--- src/core/watchdog_pkg.sv ---
// Notes on behaviour
// - Inactive after any reset until keyed
// - Enable by writing 1E then E1
// - Repeat key sequence before overflow
// - Count advances every 2^select machine cycles once enabled
// - No disable except reset or overflow
// - 14-bit counter overflows at 16383
// - Overflow drives reset low 96 peripheral clocks
// - Key register write-only, count unreachable
// - 2^7 prescaler extends the timeout
// - Timeout select resets to zero
// - Count freezes during power-down
// - Wake by interrupt waits for pin high
package watchdog_pkg;
  localparam logic [7:0] RESTART_KEY_ADDR = 8'hA6;
  localparam logic [7:0] TIMEOUT_SELECT_ADDR = 8'hA7;
  localparam logic [7:0] KEY_FIRST = 8'h1E;
  localparam logic [7:0] KEY_SECOND = 8'hE1;
  localparam int COUNT_WIDTH = 14;
  localparam logic [13:0] COUNT_TERMINAL = 14'h3FFF;
  localparam int PRESCALE_WIDTH = 7;
  localparam int SELECT_WIDTH = 3;
  localparam logic [2:0] SELECT_RESET = 3'h0;
  localparam int RESET_PULSE_PERIODS = 96;

  typedef enum logic [0:0]
  {
    KEY_IDLE = 1'b0,
    KEY_GOT_FIRST = 1'b1
  } key_state_t;
endpackage : watchdog_pkg

--- src/core/hardware_watchdog_timer.sv ---
module hardware_watchdog_timer
(
  input wire logic MCLK,
  input wire logic RESET_N,
  input wire logic MACHINE_CYCLE,
  input wire logic PERIPH_CLOCK_TICK,
  input wire logic POWER_DOWN,
  input wire logic EXT_INT_N,
  input wire logic [7:0] SFR_ADDR,
  input wire logic [7:0] SFR_WDATA,
  input wire logic SFR_WRITE,
  input wire logic SFR_READ,
  output logic [7:0] SFR_RDATA,
  output logic WATCHDOG_ACTIVE,
  output logic RST_OUT_N
);
  watchdog_pkg::key_state_t key_q;
  logic enabled_q;
  logic [watchdog_pkg::PRESCALE_WIDTH-1:0] prescale_q;
  logic [watchdog_pkg::COUNT_WIDTH-1:0] count_q;
  logic [watchdog_pkg::SELECT_WIDTH-1:0] select_q;
  logic [6:0] pulse_cnt_q;
  logic pulse_q;
  logic [7:0] rdata_q;
  logic int_s1_q;
  logic int_s2_q;
  logic int_s3_q;
  logic int_high_q;
  logic pd_hold_q;
  logic key_write;
  logic service;
  logic run;
  logic [watchdog_pkg::PRESCALE_WIDTH-1:0] tick_mask;
  logic count_tick;
  logic overflow;

  // Decode of key writes
  assign key_write = SFR_WRITE && (SFR_ADDR == watchdog_pkg::RESTART_KEY_ADDR);
  assign service = key_write && (key_q == watchdog_pkg::KEY_GOT_FIRST)
                   && (SFR_WDATA == watchdog_pkg::KEY_SECOND);

  // Key sequence tracker; any other byte drops back to idle
  always_ff @(posedge MCLK)
  begin
    if (!RESET_N)
    begin
      key_q <= watchdog_pkg::KEY_IDLE;
    end
    else if (key_write)
    begin
      if (SFR_WDATA == watchdog_pkg::KEY_FIRST)
      begin
        key_q <= watchdog_pkg::KEY_GOT_FIRST;
      end
      else
      begin
        key_q <= watchdog_pkg::KEY_IDLE;
      end
    end
  end

  // Enable is one-way: only reset or our own overflow clears it
  always_ff @(posedge MCLK)
  begin
    if (!RESET_N)
    begin
      enabled_q <= 1'b0;
    end
    else if (overflow)
    begin
      enabled_q <= 1'b0;
    end
    else if (service)
    begin
      enabled_q <= 1'b1;
    end
  end

  // Wake pin: three stages, level accepted when last two agree
  always_ff @(posedge MCLK)
  begin
    if (!RESET_N)
    begin
      int_s1_q <= 1'b1;
      int_s2_q <= 1'b1;
      int_s3_q <= 1'b1;
      int_high_q <= 1'b1;
    end
    else
    begin
      int_s1_q <= EXT_INT_N;
      int_s2_q <= int_s1_q;
      int_s3_q <= int_s2_q;
      if (int_s2_q == int_s3_q)
      begin
        int_high_q <= int_s3_q;
      end
    end
  end

  // Hold off counting after power-down until the wake pin is high again
  always_ff @(posedge MCLK)
  begin
    if (!RESET_N)
    begin
      pd_hold_q <= 1'b0;
    end
    else if (POWER_DOWN)
    begin
      pd_hold_q <= 1'b1;
    end
    else if (int_high_q)
    begin
      pd_hold_q <= 1'b0;
    end
  end

  // Oscillator stopped in power-down, so prescaler and counter hold
  assign run = enabled_q && MACHINE_CYCLE && !POWER_DOWN && !pd_hold_q;

  // Counter steps once every 2^select machine cycles
  assign tick_mask = watchdog_pkg::PRESCALE_WIDTH'((8'h01 << select_q) - 8'h01);
  assign count_tick = run && ((prescale_q & tick_mask) == tick_mask);
  assign overflow = enabled_q && (count_q == watchdog_pkg::COUNT_TERMINAL);

  // Prescaler and counter, both restarted by each full key sequence
  always_ff @(posedge MCLK)
  begin
    if (!RESET_N)
    begin
      prescale_q <= '0;
      count_q <= '0;
    end
    else if (service || overflow)
    begin
      prescale_q <= '0;
      count_q <= '0;
    end
    else if (run)
    begin
      prescale_q <= prescale_q + 1'b1;
      if (count_tick)
      begin
        count_q <= count_q + 1'b1;
      end
    end
  end

  // Reset pulse stretched over peripheral clock periods
  always_ff @(posedge MCLK)
  begin
    if (!RESET_N)
    begin
      pulse_q <= 1'b0;
      pulse_cnt_q <= '0;
    end
    else if (overflow)
    begin
      pulse_q <= 1'b1;
      pulse_cnt_q <= '0;
    end
    else if (pulse_q && PERIPH_CLOCK_TICK)
    begin
      if (pulse_cnt_q == 7'(watchdog_pkg::RESET_PULSE_PERIODS - 1))
      begin
        pulse_q <= 1'b0;
      end
      pulse_cnt_q <= pulse_cnt_q + 1'b1;
    end
  end

  // Timeout select register; upper bits are not stored
  always_ff @(posedge MCLK)
  begin
    if (!RESET_N)
    begin
      select_q <= watchdog_pkg::SELECT_RESET;
    end
    else if (SFR_WRITE && (SFR_ADDR == watchdog_pkg::TIMEOUT_SELECT_ADDR))
    begin
      select_q <= SFR_WDATA[watchdog_pkg::SELECT_WIDTH-1:0];
    end
  end

  // Read path: key register and count are never visible
  always_ff @(posedge MCLK)
  begin
    if (!RESET_N)
    begin
      rdata_q <= 8'h00;
    end
    else if (SFR_READ && (SFR_ADDR == watchdog_pkg::TIMEOUT_SELECT_ADDR))
    begin
      rdata_q <= {5'h00, select_q};
    end
    else
    begin
      rdata_q <= 8'h00;
    end
  end

  // Registered outputs
  always_ff @(posedge MCLK)
  begin
    if (!RESET_N)
    begin
      RST_OUT_N <= 1'b1;
      WATCHDOG_ACTIVE <= 1'b0;
    end
    else
    begin
      RST_OUT_N <= !(pulse_q || overflow);
      WATCHDOG_ACTIVE <= enabled_q && !overflow;
    end
  end

  assign SFR_RDATA = rdata_q;
endmodule : hardware_watchdog_timer

--- config.mk ---
export PLATFORM = sky130hd
export DESIGN_NAME = hardware_watchdog_timer
export DESIGN_NICKNAME = d
export VERILOG_FILES = /design/src/core/watchdog_pkg.sv /design/src/core/hardware_watchdog_timer.sv
export SDC_FILE = /design/constraint.sdc
export NUM_CORES = 1
export LEC_CHECK = 0
export ABC_AREA = 1
export BUFFER_PORTS_ARGS = -buffer_cell sky130_fd_sc_hd__buf_2
export CAP_MARGIN = 15
export CELL_PAD_IN_SITES_DETAIL_PLACEMENT = 1
export CELL_PAD_IN_SITES_GLOBAL_PLACEMENT = 1
export CORE_MARGIN = 4
export CORE_UTILIZATION = 44
export CTS_CLUSTER_DIAMETER = 120
export DETAILED_ROUTE_END_ITERATION = 10
export PLACE_DENSITY_LB_ADDON = 0.2
export SETUP_SLACK_MARGIN = 0.05
export SLEW_MARGIN = 25
export SYNTH_ARGS = -nofsm -noshare
export SYNTH_HDL_FRONTEND = slang
export SYNTH_SLANG_ARGS = --single-unit
--- constraint.sdc ---
create_clock -name MCLK -period 2.96 [get_ports MCLK]
set_input_delay 0.148 -clock MCLK [delete_from_list [all_inputs] [get_ports MCLK]]
set_output_delay 0.148 -clock MCLK [all_outputs]
set_load 0.01 [all_outputs]
# == After elaboration in Yosys (flattened, before gate mapping) ==
# Index checks and enable logic that the tools add are counted.
# W data, S select, Z words.
# word_totals
ff_bits,49
input_bits,24
# classes
addsub,4
eq_ne,8
n_shift,1
n_mux,6
bitwise_logic,2
n_reduce_logical,26
# op_table
operator,n
$eq A8 B8 Y1 const B,3
$add A14 B1 Y14 const B,1
$add A7 B1 Y7 const B,2
$eq A14 B14 Y1 const B,1
$logic_and A1 B1 Y1,12
$eq A8 B5 Y1 const B,1
$and A7 B7 Y7,1
$eq A7 B7 Y1,1
$eq A7 B7 Y1 const B,1
$shl A1 B3 Y7 const A,1
$sub A7 B1 Y7 const B,1
$mux W1,6
$reduce_and A2 Y1,3
$reduce_bool A2 Y1,3
$logic_not A1 Y1,4
$reduce_or A2 Y1,2
$logic_or A1 B1 Y1,2
$eq A1 B1 Y1,1
$not A1 Y1,1

# == Depth between registers and ports, before layout ==
# Gate-level depths: netlist of run 1.
# logic_depth
depth_word,6
depth_mapped,10
depth_no_buf,9

# == Least setup slack after synthesis of run 1 ==
# No wires, ideal clock.
# synth_timing
path_kind,reg2reg
startpoint,reg count_q[0] (netlist bit)
endpoint,reg prescale_q[6] (netlist bit)
setup_time_ns,0.114
arrival_ns,1.241
t_required_ns,2.846
path_slack_ns,1.604
path_stages_with_launch,8
synth_period_minus_slack_ns,1.356
path_cell_list,dfxtp_1 ha_1 nand2_1 nor2_4 nand4_1 nand3_2 buf_4 nor2_1
# synth_between
elab_chain_len,4
# synth_rtl
element,line_no,rtl
start: declaration,hardware_watchdog_timer.sv:20,logic [watchdog_pkg::COUNT_WIDTH-1:0] count_q;
start signal: assignment,hardware_watchdog_timer.sv:144,count_q <= count_q + 1'b1;
$eq A14 B14 Y1,hardware_watchdog_timer.sv:124,assign overflow = enabled_q && (count_q == watchdog_pkg::COUNT_TERMINAL);
$logic_and A1 B1 Y1,hardware_watchdog_timer.sv:124,
$logic_or A1 B1 Y1,hardware_watchdog_timer.sv:134,else if (service || overflow)
$reduce_or A2 Y1 (no line),-,
end signal: assignment,hardware_watchdog_timer.sv:141,prescale_q <= prescale_q + 1'b1;
end: declaration,hardware_watchdog_timer.sv:19,logic [watchdog_pkg::PRESCALE_WIDTH-1:0] prescale_q;
# Every way passes these cells.
# A chain may end at the register's enable or synchronous reset.

# == Worst setup path after layout of run 1 ==
# Same ends and word-level chain as after synthesis.

==> results of run 1 <==
-- routing by layer --
metal  up-vias  track usage [%]  part of all wire, %
met1       962            18.77                   42
met2        13            34.19                   55
met5         -                0                    0
met3         5            3.659                  2.1
li1       1061                -                    -
met4         0            5.574                  1.2
-- per-stage QoR --
| step | total power [W] | hold WS, ns | util (%) | setup WS (ns) |
|---|---|---|---|---|
| after global routing | 0.001158 | 0.01162 | 51.00 | 1.028 |
| after global placement | 0.0006510 | 0.3377 | 48.75 | 1.307 |
| final | 0.001114 | 0.03086 | 51.00 | 1.250 |
| after CTS | 0.001126 | 0.02643 | 51.00 | 1.209 |
| after floorplan | 0.0006372 | 0.2546 | - | 1.604 |
| after detailed placement | 0.0006530 | 0.3433 | 48.75 | 1.226 |
-- cell type report --
class | instances | area (um2) | area share, %
inverters | 34 | 130.1 | 4.995
flip-flops and latches | 44 | 880.8 | 33.81
repair buffers | 28 | 140.1 | 5.379
well taps | 70 | 87.58 | 3.362
clock inverters | 3 | 46.29 | 1.777
multi-input cells | 232 | 1251 | 48.03
clock buffers | 5 | 68.82 | 2.642
-- state kept, by name (all words and copies together) (netlist names) --
signal           cells
int_s1_q             1
RST_OUT_N            1
prescale_q           7
select_q             3
int_high_q           1
int_s3_q             1
pulse_cnt_q          7
pd_hold_q            1
count_q             14
SFR_RDATA            3
int_s2_q             1
WATCHDOG_ACTIVE      1
enabled_q            1
pulse_q              1
key_q                1
-- synth_stat cells (3+ instances only) --
library cell | number | area (um2)
xor2_1 | 9 | 78.83
nor2_1 | 38 | 142.6
nand3_1 | 20 | 100.1
or2_2 | 3 | 18.77
inv_1 | 32 | 120.1
dfxtp_1 | 44 | 880.8
nor3_1 | 4 | 20.02
o21ai_0 | 8 | 40.04
ha_1 | 3 | 37.54
buf_4 | 6 | 45.04
a21oi_2 | 10 | 87.58
nand3b_1 | 3 | 22.52
nand2_2 | 14 | 87.58
nand2_1 | 70 | 262.8
a21oi_1 | 17 | 85.08
nand4_1 | 10 | 62.56
-- logic make-up after synthesis --
family	Yosys count
compound gates	38
xor+xnor	11
fa+ha+maj	3
buf+inv	43
flops	44
other cells	1
simple gates	175
-- worst reg2reg max path, delay by kind of cell (launching register included) --
kind	cells	cell delay, ns
adder cells (fa/ha/maj)	1	0.21
AND/OR/NAND/NOR	5	0.97
flip-flops	1	0.41
-- worst min path at each step --
stage,from,endpoint
6_report,EXT_INT_N,int_s1_q
5_1_grt,EXT_INT_N,int_s1_q
4_1_cts,EXT_INT_N,int_s1_q
3_5_place_dp,EXT_INT_N,int_s1_q
3_3_place_gp,EXT_INT_N,int_s1_q
2_1_floorplan,EXT_INT_N,int_s1_q
-- power by group --
group / total (W) / switching, W / internal, W
Clock: 0.000476 / 0.000221 / 0.000254
Combinational: 0.0000436 / 0.0000273 / 0.0000163
Sequential: 0.000595 / 0.000000957 / 0.000594
Total: 0.00111 / 0.000250 / 0.000864
==> results.md, run 1 <==
Critical path:
- The minimum setup slack among reg-to-reg paths is between 1 and 1.5 ns.
- The endpoint identified for the worst register-to-register timing path is prescale_q[6].
- The data arrival at the endpoint of the critical path is 1.89 ns.
- The worst setup path is launched from a flip-flop.
- The worst path buffer plus inverter count is 0.
- The critical path data required time is 3.14 ns.
- The critical path depth is 6.
- The worst-path cell with the longest stage delay is dfxtp_1.
- Traced cell by cell, the critical path runs through ha_1 > nand2_1 > nor2_4 > nand4_1 > nand3_2 > nor2_1.
- The largest stage delay on the critical path is a little over 0.4 ns.
- The worst register-to-register path has a depth of 6.
- The most critical setup path has its endpoint at prescale_q[6].
- The kind of critical path is flip-flop to flip-flop.
- Of all nets on the critical path, the largest fanout is 21.
- The critical path capture point type is a flip-flop.
- The launching instance or port of the critical path is count_q[0].
- The worst register-to-register path begins at count_q[0].
- Grouping stages by cell kind, the critical path spends the most delay in simple AND/OR/NAND/NOR gates.

Timing:
- After layout, the minimum clock period comes to 1.710 ns.
- Timing would allow up to between 500 and 600 MHz.
- On the final layout, the worst clock skew is about 0.0028 ns.
- The relative slew slack is 65.14%.
- The share of the clock period used by the worst path is 57.77%.
- Setup repair after global routing left no endpoint under its margin.
- The final count of pins violating max slew is 0.
- Setup violations remaining at the end of the flow were counted as 0.
- The worst-margin pin slew is around 0.52 ns.
- Setup total negative slack on the finished layout was measured at 0 ns.
- The number of endpoints with negative hold slack in the final report is 0.

Die:
- The row count is 26.
- In this run the horizontal extent of the chip is roughly 81 um.
- In this run the count of I/O pins placed on the die edge is 34.
- The floorplan step defined a core boundary enclosing between 5000 and 6000 um2.
- The floorplan step set the die height to about 80 um.
- The floorplan step defined a die boundary enclosing between 6000 and 7000 um2.
- The effective utilization at floorplan is a little under half.

Yosys:
- Of the total synthesized cell area, the portion taken by XOR and XNOR cells is under 10%.
- The simple-gate share of the synthesized area is a little under two fifths.
- The count of flip-flops with a built-in enable after synthesis is 0.
- The synthesis-stage register bit count is 44.
- Sequential elements use between 30 and 40% of the synthesized area.
- The cell count after synthesis came out at between 300 and 400.
- The largest family of logic cells by synthesized area is simple AND/OR/NAND/NOR gates.
- The arithmetic-cell share of the synthesized area counting full adders, half adders and majority gates is 1.612%.
- The synthesized netlist devotes between 10% and 20% of its cell area to compound gates.
- The most frequently used flop master after synthesis is dfxtp_1.
- For this run, the number of Yosys warnings is 0.
- The combined area of all synthesized cells is between 2000 and 2500 um2.
- The post-synthesis cell type count is 37.
- The portion of synthesized area spent on multiplexers is 0%.
- The average cell area after synthesis is about 7.4 um2.
- The async set-reset flop share out of synthesis is 0%.

Clock tree:
- The number of clock buffers added by TritonCTS is 5.
- Clock tree synthesis found a total of 44 sinks.
- TritonCTS built the clock tree.
- The number of setup buffers added after CTS is 0.
- The deepest clock path buffer count is 2.
- CTS placed an instance of clkbuf_8 at the clock tree root.
- In this run, post-CTS hold repair placed 0 buffers.
- The clock tree synthesis step divided the H-tree into 2 levels.
- Clock latency on the worst-skew pair, taken at its later pin, is ~0.3 ns.
- Once the clock tree was built, the resizer swapped 0 gates to a different size.
- Clock-pin slew was measured on the worst setup and hold paths at about 0.09 ns.

Worst hold path:
- The min-delay analysis places its worst path in the category input pin to flip-flop.
- The worst hold path was traced through 2 stages.

Final layout:
- The net count of the finished layout is around 370.
- The library cells used most frequently in the layout, excluding fill and tap cells, are nand2_1, dfxtp_1, nor2_1.
- The antenna diode count is 0.
- The finished layout holds about 420 standard cells, fillers aside.
- The fill cell total of the finished layout is about 700.
- Compared with the post-synthesis result, the final layout area differs by 11.88%.
- The library cell used most frequently in the layout, excluding fill and tap cells, is nand2_1.
- The ratio of cells with drive above 1 in the final layout is a little over a fifth.
- The final design instance area without fill is roughly 2600 um2.

Status:
- The flow ran to the end, and the final reports show no timing, DRC or antenna violations.

Flow run:
- Across the run, the number of max-cap violations was 0.

GRT:
- Global routing used 17.59% of the available tracks.
- The maximum number of pins on one net before global-route repair is 22.
- The first global-routing pass estimated slightly above 9 mm of wire.
- The number of antenna violations at the first check in global routing is 0.
- The total overflow left after global routing is 0.
- The via count of the first global-routing pass is between 2000 and 2500.

Pwr:
- Dividing total power by cell area gives a power density of ~430 nW/um2.
- The static leakage is around 1 nW.
- VDD sags by at most 0.0002517 V.

Detailed routing:
- Dividing the detail-routed via count by the number of cells gives around 5.
- The number of nets with antenna violations after routing is 0.
- Wires add up to 5.148 mm.
- The detailed-route DRC error count is 0.
- The detailed router placed between 2000 and 2500 vias in this run.
- The detailed router finished its first iteration with between 40 and 50 violations.
- The first-pass iteration count of the detailed router is 4.
- Dividing the detail-routed wire length by the instance count gives 12.38 um.

Placed design:
- Once detailed placement completed, the half-perimeter wirelength came to just over 4 mm.
- Counting tap cells, the placed design contains a total of between 400 and 500 instances.
- The weighted congestion at the end of routability-driven global placement is about 0.8.
- The count of buffers inserted at the top-level ports is 28.
- The instance area after placement is 2490 um2.
(Power assumes the default switching activity.)
==> inputs of run 2 (changes only) <==
--- a/config.mk
+++ b/config.mk
@@ -11,7 +11,7 @@
 export CELL_PAD_IN_SITES_DETAIL_PLACEMENT = 1
 export CELL_PAD_IN_SITES_GLOBAL_PLACEMENT = 1
 export CORE_MARGIN = 4
-export CORE_UTILIZATION = 44
+export CORE_UTILIZATION = 41
 export CTS_CLUSTER_DIAMETER = 120
 export DETAILED_ROUTE_END_ITERATION = 10
 export PLACE_DENSITY_LB_ADDON = 0.2
==> constraint.sdc (replaced) <==
create_clock -name MCLK -period 1.6 [get_ports MCLK]
set_input_delay 0.08 -clock MCLK [delete_from_list [all_inputs] [get_ports MCLK]]
set_output_delay 0.08 -clock MCLK [all_outputs]
set_load 0.01 [all_outputs]
==> results.md, run 2 (synthesis gave the netlist of run 1 again) <==
Status:
- The flow ran to the end, and the final reports show no timing, DRC or antenna violations.

Clock tree:
- The clock latency at the later pin of the worst-skew pair is 0.31 ns (about the same).
- The root buffer cell chosen for the clock tree is clkbuf_8.
- The total number of clock tree sinks is 44 (unchanged).
- TritonCTS built the clock tree.
- The CTS H-tree depth was 2 (unchanged).
- The number of CTS-inserted buffers was 5 (unchanged).
- The clock transition time at the flip-flop clock pins of the worst setup and hold paths is 0.10 ns (about the same).
- The deepest clock path buffer count was 2 (unchanged).

Final layout:
- The antenna diode count is 0 (unchanged).
- Relative to the synthesized area, the layout overhead comes to 19.56%.
- The flip-flop count of the largest register after layout came to 14 (unchanged).
- The largest registers in the layout are count_q (14), prescale_q (7), pulse_cnt_q (7).
- The register with the highest flop count is count_q.
- The fill cell total of the finished layout is 733 (+5.5%).
- The layout net count is 383 (+3.0%).
- The most common cell after layout, fill and taps aside is nand2_1.
- The ratio of cells with drive above 1 in the final layout came to 27.73% (+5.8 points).
- In the layout the commonest cells are nand2_1, dfxtp_1, nor2_1.
- The final design instance area without fill came to 2784 um2 (+6.9%).
- The count of non-filler cells in the finished layout was 429 (+3.1%).

Timing:
- The clock period minus worst slack is 1.533 ns (-0.1770 ns).
- Setup repair after global routing could not meet its margin everywhere.
- The maximum clock frequency is 652.4 MHz (+12%).
- The number of endpoints with negative hold slack in the final report is 0 (unchanged).
- The final count of pins violating max slew is 0 (unchanged).
- The worst hold slack after final layout was 0.01881 ns (-0.01205 ns).
- The final total negative setup slack is 0 ns (unchanged).
- The share of the clock period used by the worst path is 95.81% (+38 points).
- The final number of setup-violating endpoints is 0 (unchanged).
- The largest clock skew in the final design is 0.01189 ns (+0.009096 ns).

Pwr:
- The switching power came to 0.0004811 W (+93%).
- The clock network power share was 42.7% (about the same).
- The part of the power in registers is 52.4% (-1.0 points).
- The power density over the cells came to 753.2 nW/um2 (+76%).
- The net switching fraction of the power is 22.94% (+0.54 points).
- The combinational cell fraction of total power came to 4.9% (+1.0 points).
- The total internal power is 0.001616 W (+87%).
- The maximum ir drop on the vdd rail was 0.0005822 V (+130%).
- The static leakage is 1.065 nW (+7.8%).
- The total power is 0.002097 W (+88%).

Placed design:
- The instance area after placement is 2557 um2 (+2.7%).
- The total placed cells including tap cells is 417 (+2.2%).
- The weighted congestion at the end of routability-driven global placement is 0.7541 (-6.1%).
- The final HPWL from detailed placement was 4.138 mm (+2.5%).
- The count of buffers inserted at the top-level ports is 28 (unchanged).

Detailed routing:
- The average wire per standard cell is 13.23 um (+6.9%).
- The via count is 2131 (+4.4%).
- The detailed-route DRC error count was 0 (unchanged).
- The via density per instance came to 4.967 (+1.2%).
- The number of nets with antenna violations after routing was 0 (unchanged).
- The number of DRC markers after the initial detailed-route iteration is 79 (+72%).
- The first-pass iteration count of the detailed router came to 4 (unchanged).
- The wire length after detailed routing is 5.677 mm (+10%).

Die:
- The area of the die is 6949 um2 (+6.6%).
- The effective utilization at floorplan was 42.29% (-3.3 points).
- The count of pins on the block boundary was 34 (unchanged).
- The floorplan core area is 5507 um2 (+7.8%).
- The row count was 27 (+3.8%).
- The die boundary height is 83.36 um (+3.2%).
- The horizontal die dimension was 83.36 um (+3.2%).

GRT:
- The number of antenna violations at the first check in global routing is 0 (unchanged).
- The global routing usage summed across all routing layers was 16.36% (-1.2 points).
- The maximum number of pins on one net before global-route repair is 22 (unchanged).
- The overflow left after global routing is 0 (unchanged).
- The via count of the first global-routing pass is 2147 (-1.2%).
- The first-pass GRT wire length is 9.611 mm (+5.8%).

Critical path:
- STA classifies the critical path endpoint as a flip-flop.
- The critical path starts at count_q[1].
- The kind of critical path is flip-flop to flip-flop.
- The data arrival at the endpoint of the critical path is 1.74 ns (-0.15 ns).
- The minimum setup slack among reg-to-reg paths is 0.07 ns (-1.18 ns).
- The worst register-to-register path ends at count_q[12].
- The end of the critical path is count_q[12].
- The critical path data required time is 1.81 ns (-1.33 ns).
- The highest net fanout along the worst path is 10 (-52%).
- The count of cells along the worst register-to-register path is 7 (+1).
- The nature of the critical path startpoint is a flip-flop.
- The worst flop-to-flop path startpoint is count_q[1].

Worst hold path:
- The worst hold path cell count is 3 (+1).
- The path category of the worst min-delay check is input pin to flip-flop.

Flow run:
- The count of maximum capacitance violations is 0 (unchanged).
run 2: worst min-delay path by stage:
stage | startpoint | to | slack [ns]
2_1_floorplan | EXT_INT_N | int_s1_q | 0.19
3_3_place_gp | EXT_INT_N | int_s1_q | 0.27
3_5_place_dp | EXT_INT_N | int_s1_q | 0.27
4_1_cts | POWER_DOWN | pd_hold_q | 0.02
5_1_grt | POWER_DOWN | pd_hold_q | 0.03
6_report | POWER_DOWN | pd_hold_q | 0.02
run 2: critical path, stage by stage (launching register included):
cell	delay (ns)
dfxtp_4	0.38
ha_4	0.13
nand2_2	0.08
nor2_4	0.20
nand4_1	0.22
nand3_4	0.19
clkbuf_16	0.19
a21oi_1	0.05
run 2: area by class of cell:
cell class              instances  area, um2  area share, %
repair buffers                 39      272.8          9.798
flip-flops and latches         44      892.1          32.04
clock inverters                 3      46.29          1.663
inverters                      34      130.1          4.674
multi-input cells             232       1284          46.11
well taps                      72      90.09          3.236
clock buffers                   5      68.82          2.472
run 2: repair_timing:
action / 4_1_cts / 5_1_grt
setup buffers: 0 / 1
hold buffers: 1 / 0
endpoints found under the setup margin: 0 / 31
gates resized for setup: 0 / 16
hold endpoints to repair: 1 / 0
run 2: through the flow:
step / worst slack [ns] / util [%]
2_1_floorplan: 0.2442 / -
3_3_place_gp: 0.1869 / 46.44
3_5_place_dp: 0.08752 / 46.44
4_1_cts: 0.05219 / 48.72
5_1_grt: 0.01013 / 50.56
6_report: 0.06710 / 50.56
run 2: per-layer routing:
layer | share of wire, % | GRT usage, %
met1 | 46 | 21.38
met4 | 1.1 | 3.566
met3 | 3.3 | 2.679
met2 | 50 | 28.21
met5 | 0 | 0
run 2: power by group through the flow:
| stage | registers (W) | clock network (W) | logic, W |
|---|---|---|---|
| 4_1_cts | 0.00110 | 0.000914 | 0.0000887 |
| 2_1_floorplan | 0.00113 | 0 | 0.0000531 |
| 6_report | 0.00110 | 0.000895 | 0.000104 |
| 5_1_grt | 0.00110 | 0.000967 | 0.000115 |
| 3_5_place_dp | 0.00113 | 0 | 0.0000867 |
| 3_3_place_gp | 0.00113 | 0 | 0.0000848 |
==> inputs of run 3 (changes only) <==
--- a/config.mk
+++ b/config.mk
@@ -6,7 +6,7 @@
 export NUM_CORES = 1
 export LEC_CHECK = 0
 export ABC_AREA = 1
-export BUFFER_PORTS_ARGS = -buffer_cell sky130_fd_sc_hd__buf_2
+export BUFFER_PORTS_ARGS = -buffer_cell sky130_fd_sc_hd__buf_4
 export CAP_MARGIN = 15
 export CELL_PAD_IN_SITES_DETAIL_PLACEMENT = 1
 export CELL_PAD_IN_SITES_GLOBAL_PLACEMENT = 1
==> results.md, run 3 (synthesis gave the netlist of run 1 again) <==
Status:
- The run finished with clean final reports.

Timing:
- The final total negative setup slack was 0 ns (unchanged).
- The largest clock skew in the final design is 0.01110 ns (-0.0007833 ns).
- Setup repair after global routing could not meet its margin everywhere.
- The share of the clock period used by the worst path is 94.51% (-1.3 points).
- The final count of pins violating max slew is 0 (unchanged).
- The final number of setup-violating endpoints is 0 (unchanged).
- The worst hold slack after final layout was 0.03996 ns (+0.02115 ns).
- The maximum clock frequency is 661.3 MHz (+1.4%).
- The number of endpoints with negative hold slack in the final report is 0 (unchanged).
- The clock period minus worst slack is 1.512 ns (-0.02080 ns).

GRT:
- The maximum number of pins on one net before global-route repair is 22 (unchanged).
- The global-route met2 utilization is 27.55% (-0.66 points).
- The via count of the first global-routing pass is 2140 (-0.33%).
- The met1 track demand over resource is 21.68% (+0.30 points).
- The number of antenna violations at the first check in global routing is 0 (unchanged).
- The overflow left after global routing was 0 (unchanged).
- The first-pass GRT wire length came to 9.542 mm (-0.72%).
- In this run the most used layer during global routing was met2.
- The global routing usage on met3 came to 2.679% (unchanged).
- The global routing usage summed across all routing layers is 16.21% (-0.14 points).

Pwr:
- The static leakage is 1.121 nW (+5.3%).
- The power density over the cells is 739.4 nW/um2 (-1.8%).
- The total power is 0.002136 W (+1.9%).
- The maximum ir drop on the vdd rail came to 0.0005864 V (+0.72%).

Die:
- The floorplan core area is 5507 um2 (unchanged).
- The count of pins on the block boundary is 34 (unchanged).
- The area of the die was 6949 um2 (unchanged).
- The die boundary height was 83.36 um (unchanged).
- The effective utilization at floorplan is 42.29% (unchanged).
- The horizontal die dimension was 83.36 um (unchanged).
- The row count is 27 (unchanged).

Detailed routing:
- The average wire per standard cell was 13.63 um (+3.0%).
- The first-pass iteration count of the detailed router is 4 (unchanged).
- The number of nets with antenna violations after routing is 0 (unchanged).
- The number of DRC markers after the initial detailed-route iteration is 104 (+32%).
- The wire length after detailed routing is 5.874 mm (+3.5%).
- The via count is 2108 (-1.1%).
- The detailed-route DRC error count is 0 (unchanged).
- The via density per instance is 4.891 (-1.5%).

Final layout:
- The final design instance area without fill is 2889 um2 (+3.8%).
- The layout net count came to 385 (+0.52%).
- The register with the highest flop count is count_q.
- In the layout the commonest cells are nand2_1, dfxtp_1, nor2_1, buf_4, inv_1.
- The largest registers in the layout are count_q (14), prescale_q (7), pulse_cnt_q (7).
- The relative area change from synthesis to final layout is 24.07%.
- The antenna diode count is 0 (unchanged).
- The count of non-filler cells in the finished layout is 431 (+0.47%).
- The ratio of cells with drive above 1 in the final layout is 28.41% (+0.68 points).
- Leaving out fill and tap cells, the most frequent cell in the layout is nand2_1.
- The flip-flop count of the largest register after layout is 14 (unchanged).

Critical path:
- The worst flop-to-flop path startpoint is count_q[1].
- The count of cells along the worst register-to-register path is 7 (unchanged).
- The highest net fanout along the worst path is 6 (-4).
- The critical path data required time was 1.79 ns (-0.02 ns).
- The data arrival at the endpoint of the critical path came to 1.70 ns (-0.04 ns).
- The minimum setup slack among reg-to-reg paths came to 0.09 ns (+0.02 ns).
- STA classifies the critical path endpoint as a flip-flop.
- The kind of critical path is flip-flop to flip-flop.
- STA classifies the critical path startpoint as a flip-flop.
- The critical register-to-register path endpoint is count_q[0].

Flow run:
- The count of maximum capacitance violations was 0 (unchanged).

Placed design:
- The weighted congestion at the end of routability-driven global placement came to 0.7629 (+1.2%).
- The count of buffers inserted at the top-level ports came to 28 (unchanged).
- The final HPWL from detailed placement is 4.139 mm (about the same).
- The total placed cells including tap cells was 417 (unchanged).
- The instance area after placement is 2628 um2 (+2.7%).

Worst hold path:
- The sink of the worst hold path is pd_hold_q.
- The worst hold path cell count is 3 (unchanged).
- The path category of the worst min-delay check is input pin to flip-flop.
- The worst hold path begins at POWER_DOWN.

Clock tree:
- The number of CTS-inserted buffers is 5 (unchanged).
- The master cell of the clock root buffer is clkbuf_8.
- The total number of clock tree sinks was 44 (unchanged).
- The CTS H-tree depth is 2 (unchanged).
- The deepest clock path buffer count is 2 (unchanged).
- The clock latency at the later pin of the worst-skew pair is 0.30 ns (about the same).
- The clock tree from TritonCTS is built.
- The clock transition time at the flip-flop clock pins of the worst setup and hold paths is 0.09 ns (about the same).
[run 3: critical path, cell delays in order (launching register included)]
cell and delay, ns:
dfxtp_2 0.36, ha_4 0.16, nand2_4 0.06, nor2_4 0.20, nand4_1 0.21, nand3_4 0.21
clkbuf_16 0.18, a21oi_2 0.03
[run 3: worst max path at each step]
stage | start | end | cells past startpoint
floorplan | count_q[0] | prescale_q[6] | 7
global placement | count_q[1] | pulse_cnt_q[0] | 6
detailed placement | pulse_cnt_q[0] | pulse_cnt_q[6] | 8
CTS | pulse_cnt_q[0] | pulse_cnt_q[6] | 8
global route | count_q[7] | count_q[0] | 6
finish | count_q[1] | count_q[0] | 7
[run 3: report_power, final]
part,internal (W),switching [W],leakage [nW],total [W]
combinational,0.0000657,0.0000579,0.701,0.000124
sequential,0.00110,0.00000176,0.359,0.00110
clock,0.000511,0.000401,0.0614,0.000912
[run 3: repair_timing]
action	4_1_cts	5_1_grt
endpoints found under the hold margin	1	0
hold buffers	1	0
resized for setup	0	17
buffers inserted	0	2
setup endpoints to repair	0	32
[run 3: cell type report]
class	instances	area (um2)
fill	695	2618
multi-input combinational	232	1296
sequential	44	889.6
timing repair buffer	41	361.6
inverter	34	130.1
tap	72	90.09
clock buffer	6	82.58
clock inverter	2	38.79
[run 3: stage by stage]
step / worst slack [ns] / utilization (%)
after global placement: 0.1920 / 47.72
after detailed placement: 0.1102 / 47.72
after floorplan: 0.2442 / -
after global routing: 0.004058 / 52.47
final: 0.08790 / 52.47
after CTS: 0.09317 / 50.10
[run 3: layer usage]
metal / vias to the layer above / share of wire [%]
met2: 20 / 49
met3: 4 / 2.2
met5: - / 0
met4: 0 / 0.53
met1: 1001 / 48
li1: 1083 / -
